**src/fst_params.svh**
```systemverilog
// fst_params.svh: register offsets, field positions and limits of the float unit
// assumes: included by bare name by every file of the block but the assertion module
`ifndef FST_PARAMS_SVH
`define FST_PARAMS_SVH

// register byte offsets on the wishbone bus
`define FST_ADR_FSR 8'h00
`define FST_ADR_CMD 8'h04
`define FST_ADR_ACC_LO 8'h08
`define FST_ADR_ACC_HI 8'h0c
`define FST_ADR_OPN_LO 8'h10
`define FST_ADR_OPN_HI 8'h14

// float status register bit positions
`define FST_FSR_CHOP 0
`define FST_FSR_DBL 1
`define FST_FSR_OVF_EN 2
`define FST_FSR_UNF_EN 3
`define FST_FSR_NZ_EN 4
`define FST_FSR_FC 8
`define FST_FSR_FV 9
`define FST_FSR_FZ 10
`define FST_FSR_FN 11
`define FST_FSR_RESET 32'h0000_0000

// command bits and status fields at the command offset
`define FST_CMD_SUB 0
`define FST_CMD_TST 1
`define FST_STS_BUSY 0
`define FST_STS_CAUSE_LO 1
`define FST_STS_CAUSE_HI 2

// floating word layout: sign, 8-bit excess exponent, 55-bit fraction
`define FST_SIGN 63
`define FST_EXP_HI 62
`define FST_EXP_LO 55
`define FST_SGL_LO 32

// exponent limits and the trap offset (octal 400)
`define FST_EXP_MAX 11'sd255
`define FST_EXP_MIN 11'sd1
`define FST_EXP_OFS 11'sd256

`endif

```
**src/fst_pkg.sv**
```systemverilog
// fst_pkg: types and shared decoders of the float subtract and test unit
// assumes: fst_params.svh is on the include path
`include "fst_params.svh"

package fst_pkg;

  // control sequence of the unit
  typedef enum logic [0:0] {ST_IDLE, ST_WAIT} fst_state_t;

  // reason of the last floating trap
  typedef enum logic [1:0] {
    CAUSE_NONE, CAUSE_NEGZERO, CAUSE_OVF, CAUSE_UNF
  } fst_cause_t;

  // the undefined value: sign set with a zero exponent
  function automatic logic fst_is_negzero(input logic [63:0] w);
    return w[`FST_SIGN] && (w[`FST_EXP_HI:`FST_EXP_LO] == 8'h00);
  endfunction : fst_is_negzero

  // a zero exponent means zero, whatever the fraction holds
  function automatic logic fst_is_zero(input logic [63:0] w);
    return w[`FST_EXP_HI:`FST_EXP_LO] == 8'h00;
  endfunction : fst_is_zero

endpackage : fst_pkg

```
**src/fst_fix.sv**
```systemverilog
// fst_fix: rounding, range check and result substitution after subtract
// assumes: the difference core gives a biased true exponent and a guard bit
`include "fst_params.svh"
`timescale 1ns/1ps
`default_nettype none

module fst_fix (
  input wire logic sign,
  input wire logic signed [10:0] exp_in,
  input wire logic [55:0] frac,
  input wire logic is_zero,
  input wire logic dbl,
  input wire logic chop,
  input wire logic ovf_en,
  input wire logic unf_en,
  output logic [63:0] result,
  output logic ovf,
  output logic unf,
  output logic trap
);

  logic [55:0] sum;
  logic [54:0] field;
  logic signed [10:0] exp_r;
  logic signed [10:0] exp_s;

  // round at the precision boundary unless chopping; a clear guard adds
  // nothing, so exact differences pass unchanged
  always_comb begin
    if (dbl) begin
      sum = {1'b0, frac[55:1]} + {55'h0, frac[0] & ~chop};
    end else begin
      sum = {1'b0, frac[55:33], 32'h0} +
            {23'h0, frac[32] & ~chop, 32'h0};
    end
    // carry out of the field renormalises to a clean fraction
    field = sum[55] ? 55'h0 : sum[54:0];
    exp_r = sum[55] ? exp_in + 11'sd1 : exp_in;
  end

  // range check and substitution of the stored word
  always_comb begin
    ovf = !is_zero && (exp_r > `FST_EXP_MAX);
    unf = !is_zero && (exp_r < `FST_EXP_MIN);
    trap = (ovf && ovf_en) || (unf && unf_en);
    exp_s = exp_r;
    if (ovf) begin
      exp_s = exp_r - `FST_EXP_OFS;
    end else if (unf) begin
      exp_s = exp_r + `FST_EXP_OFS;
    end
    if (is_zero || (ovf && !ovf_en) || (unf && !unf_en)) begin
      result = 64'h0; // exact zero
    end else begin
      result = {sign, exp_s[7:0], field};
    end
    if (!dbl) begin
      result[`FST_SGL_LO-1:0] = 32'h0;
    end
  end

endmodule : fst_fix

`default_nettype wire

```
**src/fst_test.sv**
```systemverilog
// fst_test: classification of a test operand into flags and a trap
// assumes: purely combinational, results are registered by the caller
`include "fst_params.svh"
`timescale 1ns/1ps
`default_nettype none

module fst_test (
  input wire logic [63:0] opnd,
  input wire logic negzero_trap_enable,
  output logic trap,
  output logic zero,
  output logic negative
);

  // only the sign and exponent are looked at, so precision cannot matter
  always_comb begin
    trap = negzero_trap_enable && fst_pkg::fst_is_negzero(opnd);
    zero = fst_pkg::fst_is_zero(opnd);
    negative = opnd[`FST_SIGN] && !fst_pkg::fst_is_zero(opnd);
  end

endmodule : fst_test

`default_nettype wire

```
**src/fst_unit.sv**
```systemverilog
// fst_unit: float subtract exception handling and float test, wishbone slave
// assumes: an external difference core answers SUB_REQ with DIFF_VALID;
// all inputs synchronous to MCLK; the DIFF_* inputs need be valid only with DIFF_VALID
// limitation: CE low also stalls the bus answer, so a master must not time out on it
// limitation: a start while busy is acked but dropped; software polls the busy bit
// limitation: a status write leaves the flags alone; only the next op updates them
//
// Overview of operation
// - subtract overflow or underflow with trap disabled stores exact zero
// - subtract uses single or double precision, rounds or chops, per status bits
// - negative-zero source with trap enabled traps before subtract, accumulator kept
// - enabled overflow or underflow traps, faulty result stored, fraction correct
// - trapped overflow stores exponent reduced by octal 400
// - trapped underflow stores exponent raised by octal 400; zero stored correctly
// - negative zero result appears only with overflow or underflow
// - negative zero result written only when its trap is enabled
// - like-signed operands, exponents differing by 0 or 1, give exact results
// - test clears carry and overflow, sets zero and negative from operand
// - test traps before execution on negative zero when trap enabled
// - test never signals overflow or underflow
// - test is exact in both precisions
//
// Added by the designer: the address map and the Wishbone slave port.
`include "fst_params.svh"
`timescale 1ns/1ps
`default_nettype none

module fst_unit #(
  parameter int ADR_W = 8
) (
  input wire logic MCLK,
  input wire logic NRST,
  input wire logic CE,
  input wire logic WB_CYC_I,
  input wire logic WB_STB_I,
  input wire logic WB_WE_I,
  input wire logic [ADR_W-1:0] WB_ADR_I,
  input wire logic [3:0] WB_SEL_I,
  input wire logic [31:0] WB_DAT_I,
  output logic [31:0] WB_DAT_O,
  output logic WB_ACK_O,
  output logic SUB_REQ,
  output logic [63:0] SUB_MINUEND,
  output logic [63:0] SUB_SUBTRAHEND,
  output logic SUB_DOUBLE,
  output logic SUB_CHOP,
  input wire logic DIFF_VALID,
  input wire logic DIFF_SIGN,
  input wire logic signed [10:0] DIFF_EXP,
  input wire logic [55:0] DIFF_FRAC,
  input wire logic DIFF_ZERO,
  output logic FLOAT_TRAP
);

  // the decode compares against 8-bit offsets
  if (ADR_W < 8) begin : g_chk
    $error("fst_unit: ADR_W must be at least 8");
  end

  // merge a written word into a register under byte enables
  function automatic logic [31:0] merge(
    input logic [31:0] old,
    input logic [31:0] wd,
    input logic [3:0] sel
  );
    logic [31:0] r;
    r = old;
    for (int i = 0; i < 4; i++) begin
      if (sel[i]) begin
        r[i*8 +: 8] = wd[i*8 +: 8];
      end
    end
    return r;
  endfunction : merge

  // software controls of the float status register
  logic chop_select;
  logic double_precision_select;
  logic overflow_trap_enable;
  logic underflow_trap_enable;
  logic negzero_trap_enable;
  // condition flags
  logic float_carry_flag;
  logic float_overflow_flag;
  logic float_zero_flag;
  logic float_negative_flag;
  // accumulator and source operand
  logic [63:0] float_target_register;
  logic [63:0] float_source_operand;

  fst_pkg::fst_state_t state;
  fst_pkg::fst_cause_t cause;

  logic acc_req;
  logic wr;
  logic [7:0] adr;
  logic [31:0] fsr_word;
  logic [31:0] sts_word;
  logic [31:0] rd_word;
  logic float_subtract_op;
  logic float_test_op;

  logic tst_trap;
  logic tst_zero;
  logic tst_neg;
  logic sub_nz_trap;

  logic [63:0] fix_result;
  logic fix_ovf;
  logic fix_unf;
  logic fix_trap;
  logic busy;
  logic sub_done;

  // status reset value; control bits and flags are both taken from it
  localparam logic [31:0] FSR_RST = `FST_FSR_RESET;

  // a new access is one not already being answered
  assign acc_req = WB_CYC_I && WB_STB_I && !WB_ACK_O;
  assign wr = acc_req && WB_WE_I;
  assign adr = WB_ADR_I[7:0];

  // one decode of the busy state, shared by the request, status and result paths
  assign busy = (state == fst_pkg::ST_WAIT);
  // the core answer counts only while a subtract is outstanding
  assign sub_done = busy && DIFF_VALID;

  // commands start only from idle; a start while busy is dropped
  assign float_subtract_op = wr && (adr == `FST_ADR_CMD) && WB_SEL_I[0] &&
                             WB_DAT_I[`FST_CMD_SUB] && (state == fst_pkg::ST_IDLE);
  assign float_test_op = wr && (adr == `FST_ADR_CMD) && WB_SEL_I[0] &&
                         WB_DAT_I[`FST_CMD_TST] && !WB_DAT_I[`FST_CMD_SUB] &&
                         (state == fst_pkg::ST_IDLE);

  // the source is checked before the core is ever asked
  assign sub_nz_trap = negzero_trap_enable &&
                       fst_pkg::fst_is_negzero(float_source_operand);

  // test operand classification, operand is the source register
  fst_test i_fst_test (
    .opnd(float_source_operand),
    .negzero_trap_enable(negzero_trap_enable),
    .trap(tst_trap),
    .zero(tst_zero),
    .negative(tst_neg)
  );

  // result fix-up of the difference handed back by the core
  fst_fix i_fst_fix (
    .sign(DIFF_SIGN),
    .exp_in(DIFF_EXP),
    .frac(DIFF_FRAC),
    .is_zero(DIFF_ZERO),
    .dbl(double_precision_select),
    .chop(chop_select),
    .ovf_en(overflow_trap_enable),
    .unf_en(underflow_trap_enable),
    .result(fix_result),
    .ovf(fix_ovf),
    .unf(fix_unf),
    .trap(fix_trap)
  );

  // operands and mode to the difference core; precision comes from status
  // and feeds the fix-up as well, so both halves round the same way
  assign SUB_MINUEND = float_target_register;
  assign SUB_SUBTRAHEND = float_source_operand;
  assign SUB_DOUBLE = double_precision_select;
  assign SUB_CHOP = chop_select;
  assign SUB_REQ = busy;

  // wishbone answers one cycle after the strobe, every offset acked
  // acc_req excludes the ack cycle, so a strobe still held is not answered twice
  always_ff @(posedge MCLK) begin
    if (!NRST) begin
      WB_ACK_O <= 1'b0;
    end else if (CE) begin
      WB_ACK_O <= acc_req;
    end
  end

  // packed views of the status and command words
  always_comb begin
    fsr_word = 32'h0;
    fsr_word[`FST_FSR_CHOP] = chop_select;
    fsr_word[`FST_FSR_DBL] = double_precision_select;
    fsr_word[`FST_FSR_OVF_EN] = overflow_trap_enable;
    fsr_word[`FST_FSR_UNF_EN] = underflow_trap_enable;
    fsr_word[`FST_FSR_NZ_EN] = negzero_trap_enable;
    fsr_word[`FST_FSR_FC] = float_carry_flag;
    fsr_word[`FST_FSR_FV] = float_overflow_flag;
    fsr_word[`FST_FSR_FZ] = float_zero_flag;
    fsr_word[`FST_FSR_FN] = float_negative_flag;
    sts_word = 32'h0;
    sts_word[`FST_STS_BUSY] = busy;
    sts_word[`FST_STS_CAUSE_HI:`FST_STS_CAUSE_LO] = cause;
  end

  // read multiplexer, unmapped offsets read zero
  always_comb begin
    unique case (adr)
      `FST_ADR_FSR: rd_word = fsr_word;
      `FST_ADR_CMD: rd_word = sts_word;
      `FST_ADR_ACC_LO: rd_word = float_target_register[31:0];
      `FST_ADR_ACC_HI: rd_word = float_target_register[63:32];
      `FST_ADR_OPN_LO: rd_word = float_source_operand[31:0];
      `FST_ADR_OPN_HI: rd_word = float_source_operand[63:32];
      default: rd_word = 32'h0;
    endcase
  end

  // read data is captured with the ack so it comes from flops
  // writes return zero so a stale word never looks like read data
  always_ff @(posedge MCLK) begin
    if (!NRST) begin
      WB_DAT_O <= 32'h0;
    end else if (CE && acc_req) begin
      WB_DAT_O <= WB_WE_I ? 32'h0 : rd_word;
    end
  end

  // status control bits; flags in the same word are read only
  always_ff @(posedge MCLK) begin
    if (!NRST) begin
      chop_select <= FSR_RST[`FST_FSR_CHOP];
      double_precision_select <= FSR_RST[`FST_FSR_DBL];
      overflow_trap_enable <= FSR_RST[`FST_FSR_OVF_EN];
      underflow_trap_enable <= FSR_RST[`FST_FSR_UNF_EN];
      negzero_trap_enable <= FSR_RST[`FST_FSR_NZ_EN];
    end else if (CE && wr && (adr == `FST_ADR_FSR) && WB_SEL_I[0]) begin
      chop_select <= WB_DAT_I[`FST_FSR_CHOP];
      double_precision_select <= WB_DAT_I[`FST_FSR_DBL];
      overflow_trap_enable <= WB_DAT_I[`FST_FSR_OVF_EN];
      underflow_trap_enable <= WB_DAT_I[`FST_FSR_UNF_EN];
      negzero_trap_enable <= WB_DAT_I[`FST_FSR_NZ_EN];
    end
  end

  // source operand: software only; test never writes it back
  always_ff @(posedge MCLK) begin
    if (!NRST) begin
      float_source_operand <= 64'h0;
    end else if (CE && wr && (adr == `FST_ADR_OPN_LO)) begin
      float_source_operand[31:0] <= merge(float_source_operand[31:0],
                                          WB_DAT_I, WB_SEL_I);
    end else if (CE && wr && (adr == `FST_ADR_OPN_HI)) begin
      float_source_operand[63:32] <= merge(float_source_operand[63:32],
                                           WB_DAT_I, WB_SEL_I);
    end
  end

  // accumulator: the subtract result wins; software writes are taken
  // only while idle so a result cannot be half overwritten
  always_ff @(posedge MCLK) begin
    if (!NRST) begin
      float_target_register <= 64'h0;
    end else if (CE) begin
      if (sub_done) begin
        // trapped range errors keep the faulty word, untrapped ones an exact zero
        float_target_register <= fix_result;
      end else if (state == fst_pkg::ST_IDLE && wr &&
                   adr == `FST_ADR_ACC_LO) begin
        float_target_register[31:0] <= merge(float_target_register[31:0],
                                             WB_DAT_I, WB_SEL_I);
      end else if (state == fst_pkg::ST_IDLE && wr &&
                   adr == `FST_ADR_ACC_HI) begin
        float_target_register[63:32] <= merge(float_target_register[63:32],
                                              WB_DAT_I, WB_SEL_I);
      end
    end
  end

  // sequencer: a subtract waits on the core unless it traps up front
  // a negative-zero source with its trap enabled never leaves idle, so the core is never asked
  always_ff @(posedge MCLK) begin
    if (!NRST) begin
      state <= fst_pkg::ST_IDLE;
    end else if (CE) begin
      unique case (state)
        fst_pkg::ST_IDLE: begin
          if (float_subtract_op && !sub_nz_trap) begin
            state <= fst_pkg::ST_WAIT;
          end
        end
        fst_pkg::ST_WAIT: begin
          if (DIFF_VALID) begin
            state <= fst_pkg::ST_IDLE;
          end
        end
      endcase
    end
  end

  // condition flags; a trap before execution leaves them as they were
  always_ff @(posedge MCLK) begin
    if (!NRST) begin
      float_carry_flag <= FSR_RST[`FST_FSR_FC];
      float_overflow_flag <= FSR_RST[`FST_FSR_FV];
      float_zero_flag <= FSR_RST[`FST_FSR_FZ];
      float_negative_flag <= FSR_RST[`FST_FSR_FN];
    end else if (CE) begin
      if (float_test_op && !tst_trap) begin
        float_carry_flag <= 1'b0;
        float_overflow_flag <= 1'b0;
        float_zero_flag <= tst_zero;
        float_negative_flag <= tst_neg;
      end else if (sub_done) begin
        // zero and negative follow the stored word, so a trapped negative zero reads as zero
        float_carry_flag <= 1'b0;
        float_overflow_flag <= fix_ovf;
        float_zero_flag <= fst_pkg::fst_is_zero(fix_result);
        float_negative_flag <= fix_result[`FST_SIGN] &&
                               !fst_pkg::fst_is_zero(fix_result);
      end
    end
  end

  // trap request is a one-cycle pulse; cause holds until the next op
  // commands need idle and answers need busy, so the branches never meet
  always_ff @(posedge MCLK) begin
    if (!NRST) begin
      FLOAT_TRAP <= 1'b0;
      cause <= fst_pkg::CAUSE_NONE;
    end else if (CE) begin
      FLOAT_TRAP <= 1'b0;
      if (float_subtract_op && sub_nz_trap) begin
        FLOAT_TRAP <= 1'b1;
        cause <= fst_pkg::CAUSE_NEGZERO;
      end else if (float_test_op) begin
        // test can raise nothing but the negative-zero trap
        FLOAT_TRAP <= tst_trap;
        cause <= tst_trap ? fst_pkg::CAUSE_NEGZERO : fst_pkg::CAUSE_NONE;
      end else if (float_subtract_op) begin
        cause <= fst_pkg::CAUSE_NONE;
      end else if (sub_done && fix_trap) begin
        FLOAT_TRAP <= 1'b1;
        cause <= fix_unf ? fst_pkg::CAUSE_UNF : fst_pkg::CAUSE_OVF;
      end
    end
  end

endmodule : fst_unit

`default_nettype wire

```
**config.mk**
```make
export PLATFORM = sky130hd
export DESIGN_NAME = fst_unit
export DESIGN_NICKNAME = d
export VERILOG_FILES = /design/src/fst_pkg.sv /design/src/fst_fix.sv /design/src/fst_test.sv /design/src/fst_unit.sv
export VERILOG_INCLUDE_DIRS = /design/src
export SDC_FILE = /design/constraint.sdc
export NUM_CORES = 1
export LEC_CHECK = 0
export BUFFER_PORTS_ARGS = -buffer_cell sky130_fd_sc_hd__buf_2
export CAP_MARGIN = 20
export CELL_PAD_IN_SITES_DETAIL_PLACEMENT = 0
export CELL_PAD_IN_SITES_GLOBAL_PLACEMENT = 2
export CORE_MARGIN = 2
export CORE_UTILIZATION = 32
export CTS_BUF_LIST = sky130_fd_sc_hd__clkbuf_8
export DETAILED_ROUTE_END_ITERATION = 7
export PLACE_DENSITY = 0.88
export RECOVER_POWER = 100
export SLEW_MARGIN = 20
export SYNTH_ARGS = -nofsm -noshare
export SYNTH_HDL_FRONTEND = slang
export SYNTH_SLANG_ARGS = --single-unit
```
**constraint.sdc**
```tcl
create_clock -name MCLK -period 7.2 [get_ports MCLK]
set_input_delay 1.44 -clock MCLK [delete_from_list [all_inputs] [get_ports MCLK]]
set_output_delay 1.44 -clock MCLK [all_outputs]
set_load 0.02 [all_outputs]
```
==> impl_metrics.py <==
metrics = {
    "status": {
        "status": "finished, violations left",
        "violations": "max-capacitance violations, max-slew violations",
    },
    "synthesis": {
        "syn_avg_cell_area_um2": 7.657,
        "synthCells": 1212,
        "synthArstFlopShare_pct": 0,
        "ys_ff_latch": 173,
        "synth_edf_count": 0,
        "synth-seq-area-share_pct": 37.32,
        "synth_fp_nets": 1337,
        "syn_area_mm2": 0.009280,
        "synth_ff_type": "dfxtp_1",
        "ys_warn_count": 0,
        "synthDistinctLibCells": 69,
    },
    "detailed_routing": {
        "vias": 9841,
        "viasPerCell": 5.302,
        "wl_mm": 38.44,
        "first_pass_iters": 5,
        "drc": 0,
        "drt_iter0_markers": 818,
        "wire_per_inst_um": 20.71,
        "ant_nets": 0,
    },
    "sta": {
        "drv_slew": 129,
        "slew_headroom_pct": -83.44,
        "clock.fmax_mhz": 181.8,
        "setup_slack_ns": 1.699,
        "tns_ns": 0,
        "hold_viol_final": 0,
        "fin_crit_ns": 5.501,
        "worst_pin_slew_ns": 2.752,
        "fin_crit_sh_pct": 76.41,
        "final-setup-viol-count": 0,
        "rsz0062_at_grt": "false",
        "skew_ns": 0.01933,
    },
    "floorplan": {
        "core_mm2": 0.02863,
        "fp.dieW_um": 174.3,
        "rows": 62,
        "die_h_um": 174.3,
        "die_area_mm2": 0.03038,
        "start_util_pct": 32.42,
        "io-pin-count": 285,
    },
    "power_and_ir_drop": {
        "ir_drop_mv": 0.09796,
        "finalPower_uw": 1803,
        "power_frac_clock_pct": 37.7,
        "p_per_area_mw_per_mm2": 161.8,
        "p_leak_uw": 0.003913,
        "pwr-share-comb_pct": 9.2,
        "p_sw_uw": 511.9,
        "power_frac_seq_pct": 53.1,
        "p_int_uw": 1291,
        "sw_frac_of_total_pct": 28.39,
    },
    "placed_design": {
        "dpl_cell_area_mm2": 0.01102,
        "post-place-ws_ns": 1.734,
        "gp_congestion": 0.9085,
        "io_buffers": 284,
        "place_inst": 1823,
        "hpwl_mm": 30.18,
    },
    "cts": {
        "cts_setup_buffers": 0,
        "htree_levels": 4,
        "cts_root_buf": "clkbuf_8",
        "clkLatencyLatePin_ns": 0.48,
        "postCtsHoldBufs": 0,
        "cts_sinks": 173,
        "path_clk_slew_ns": 0.09,
        "cts.path.max_buffers": 2,
        "cts_tree": "done",
        "postCtsResizedCells": 0,
        "cts_buffers": 17,
    },
    "final_layout": {
        "multi_input_area_mm2": 0.005443,
        "fin_cells": 1856,
        "nFillCells": 3158,
        "layout.nets": 1583,
        "postLayoutCellArea_mm2": 0.01114,
        "final_common_cell": "nand2_1",
        "ff_latch_area_mm2": 0.003463,
        "syn_to_final_growth_pct": 20.05,
        "mostFrequentLayoutCells": "235 x nand2_1, 173 x dfxtp_1, 170 x clkbuf_1, 147 x nor2_1, 128 x a21oi_1",
        "final_layout_size_suffix_gt1_share_pct": 12.58,
    },
    "grt": {
        "grt_pass1_vias": 9336,
        "antenna_found_initial": 1,
        "overflow": 0,
        "grt_usage_pct": 24.51,
        "grt_max_degree": 86,
        "grt_pass1_wl_mm": 57.16,
    },
    "worst_setup_path": {
        "path_cells": "buf_2 > nor2b_1 > ha_1 > nand3_1 > nor3_1 > nand3_1 > a211oi_1 > mux2_2 > o221a_1 > a211oi_1 > clkbuf_1 > nand3_1 > a221oi_1",
        "path_class": "input pin to flip-flop",
        "crit_buf_inv": 2,
        "worstPathArrival_ns": 5.83,
        "crit_slowest_cell": "clkbuf_1",
        "worstPathMaxFanout": 24,
        "crit_family": "simple AND/OR/NAND/NOR gates",
        "max_stage_delay_ns": 0.94,
        "crit_top_cell": "nand3_1",
        "required_ns": 7.52,
        "start_kind": "input pin",
        "end_kind": "flip-flop",
    },
    "run": {
        "cap_violations": 3,
    },
    "worst_hold_path": {
        "hp-class": "flip-flop to flip-flop",
    },
}
## cells by family (layout without fill, tap and decap cells)
logic type                 after synthesis  after routing  synth area share [%]
and+or+nand+nor                        519            519                 25.17
adders and majority gates                5              5                0.6741
DFF                                    173            173                 37.32
buffers and inverters                   88            347                 3.802
muxes                                   43             43                 4.651
AOI/OAI and AO/OA                      321            321                 22.35
xor gates and xnor gates                63             63                 6.027
other                                    0              1                     0
## power groups by stage
stage | clock network, uW | logic, uW | registers [uW]
after global placement | 0 | 165 | 979
final | 679 | 167 | 957
after CTS | 692 | 165 | 957
after detailed placement | 0 | 165 | 979
after global routing | 725 | 179 | 957
after floorplan | 0 | 73.2 | 980
## registers in the layout, indices dropped and copies added (netlist names), 2 cells and up
name            cells
SUB_MINUEND        64
SUB_SUBTRAHEND     64
WB_DAT_O           32
cause               2
## final timing paths
| path | startpoint | to | slack (ns) | cells past startpoint |
|---|---|---|---|---|
| worst max-delay path | DIFF_FRAC[0] | SUB_MINUEND[26] | 1.70 | 13 |
| worst min-delay path | SUB_SUBTRAHEND[30] | SUB_SUBTRAHEND[30] | 0.47 | 2 |
| worst max register to register | SUB_CHOP | SUB_MINUEND[26] | 2.27 | 12 |
| worst min register to register | SUB_SUBTRAHEND[30] | SUB_SUBTRAHEND[30] | 0.47 | 2 |
## Yosys cell counts (all sizes together), types with 29 or more instances
master  number  area (um^2)
o21ai       47        239.0
nor2       147        551.8
xor2        34        297.8
clkbuf      64        240.2
o22ai       40        325.3
a221oi      29        254.0
nand2      235        882.1
dfxtp      173         3463
mux2i       42        420.4
xnor2       29        261.5
nand3       34        175.2
a21oi      128        640.6
## metal layers
layer	track usage [%]	wire length (um)	up-vias
li1	-	-	4797
met1	35.35	17910	4601
met2	36.54	16770	396
met3	4.199	2760	47
met4	8.824	996	0
met5	0	0	-
## area by class of cell
type	instances	share of cell area [%]
multi-input combinational	951	48.85
inverter	16	0.5615
clock inverter	15	1.247
clock buffer	17	2.100
timing repair buffer	299	11.81
sequential	173	31.09
antenna	1	0.02246
tap	384	4.313
## per-stage QoR
step           hold slack [ns]  utilization (%)
3_3_place_gp            0.4534            38.42
5_1_grt                 0.4850            38.92
3_5_place_dp            0.4572            38.48
2_1_floorplan           0.4531                -
6_report                0.4705            38.92
4_1_cts                 0.4707            39.78
## worst min-delay path: cells and delay by family (launching register included)
kind             cells  cell delay (ns)
flip-flops           1             0.33
AO/OA/AOI/OAI        1             0.05
AND/OR/NAND/NOR      1             0.06
No activity file was read; power rests on OpenSTA's default activity.
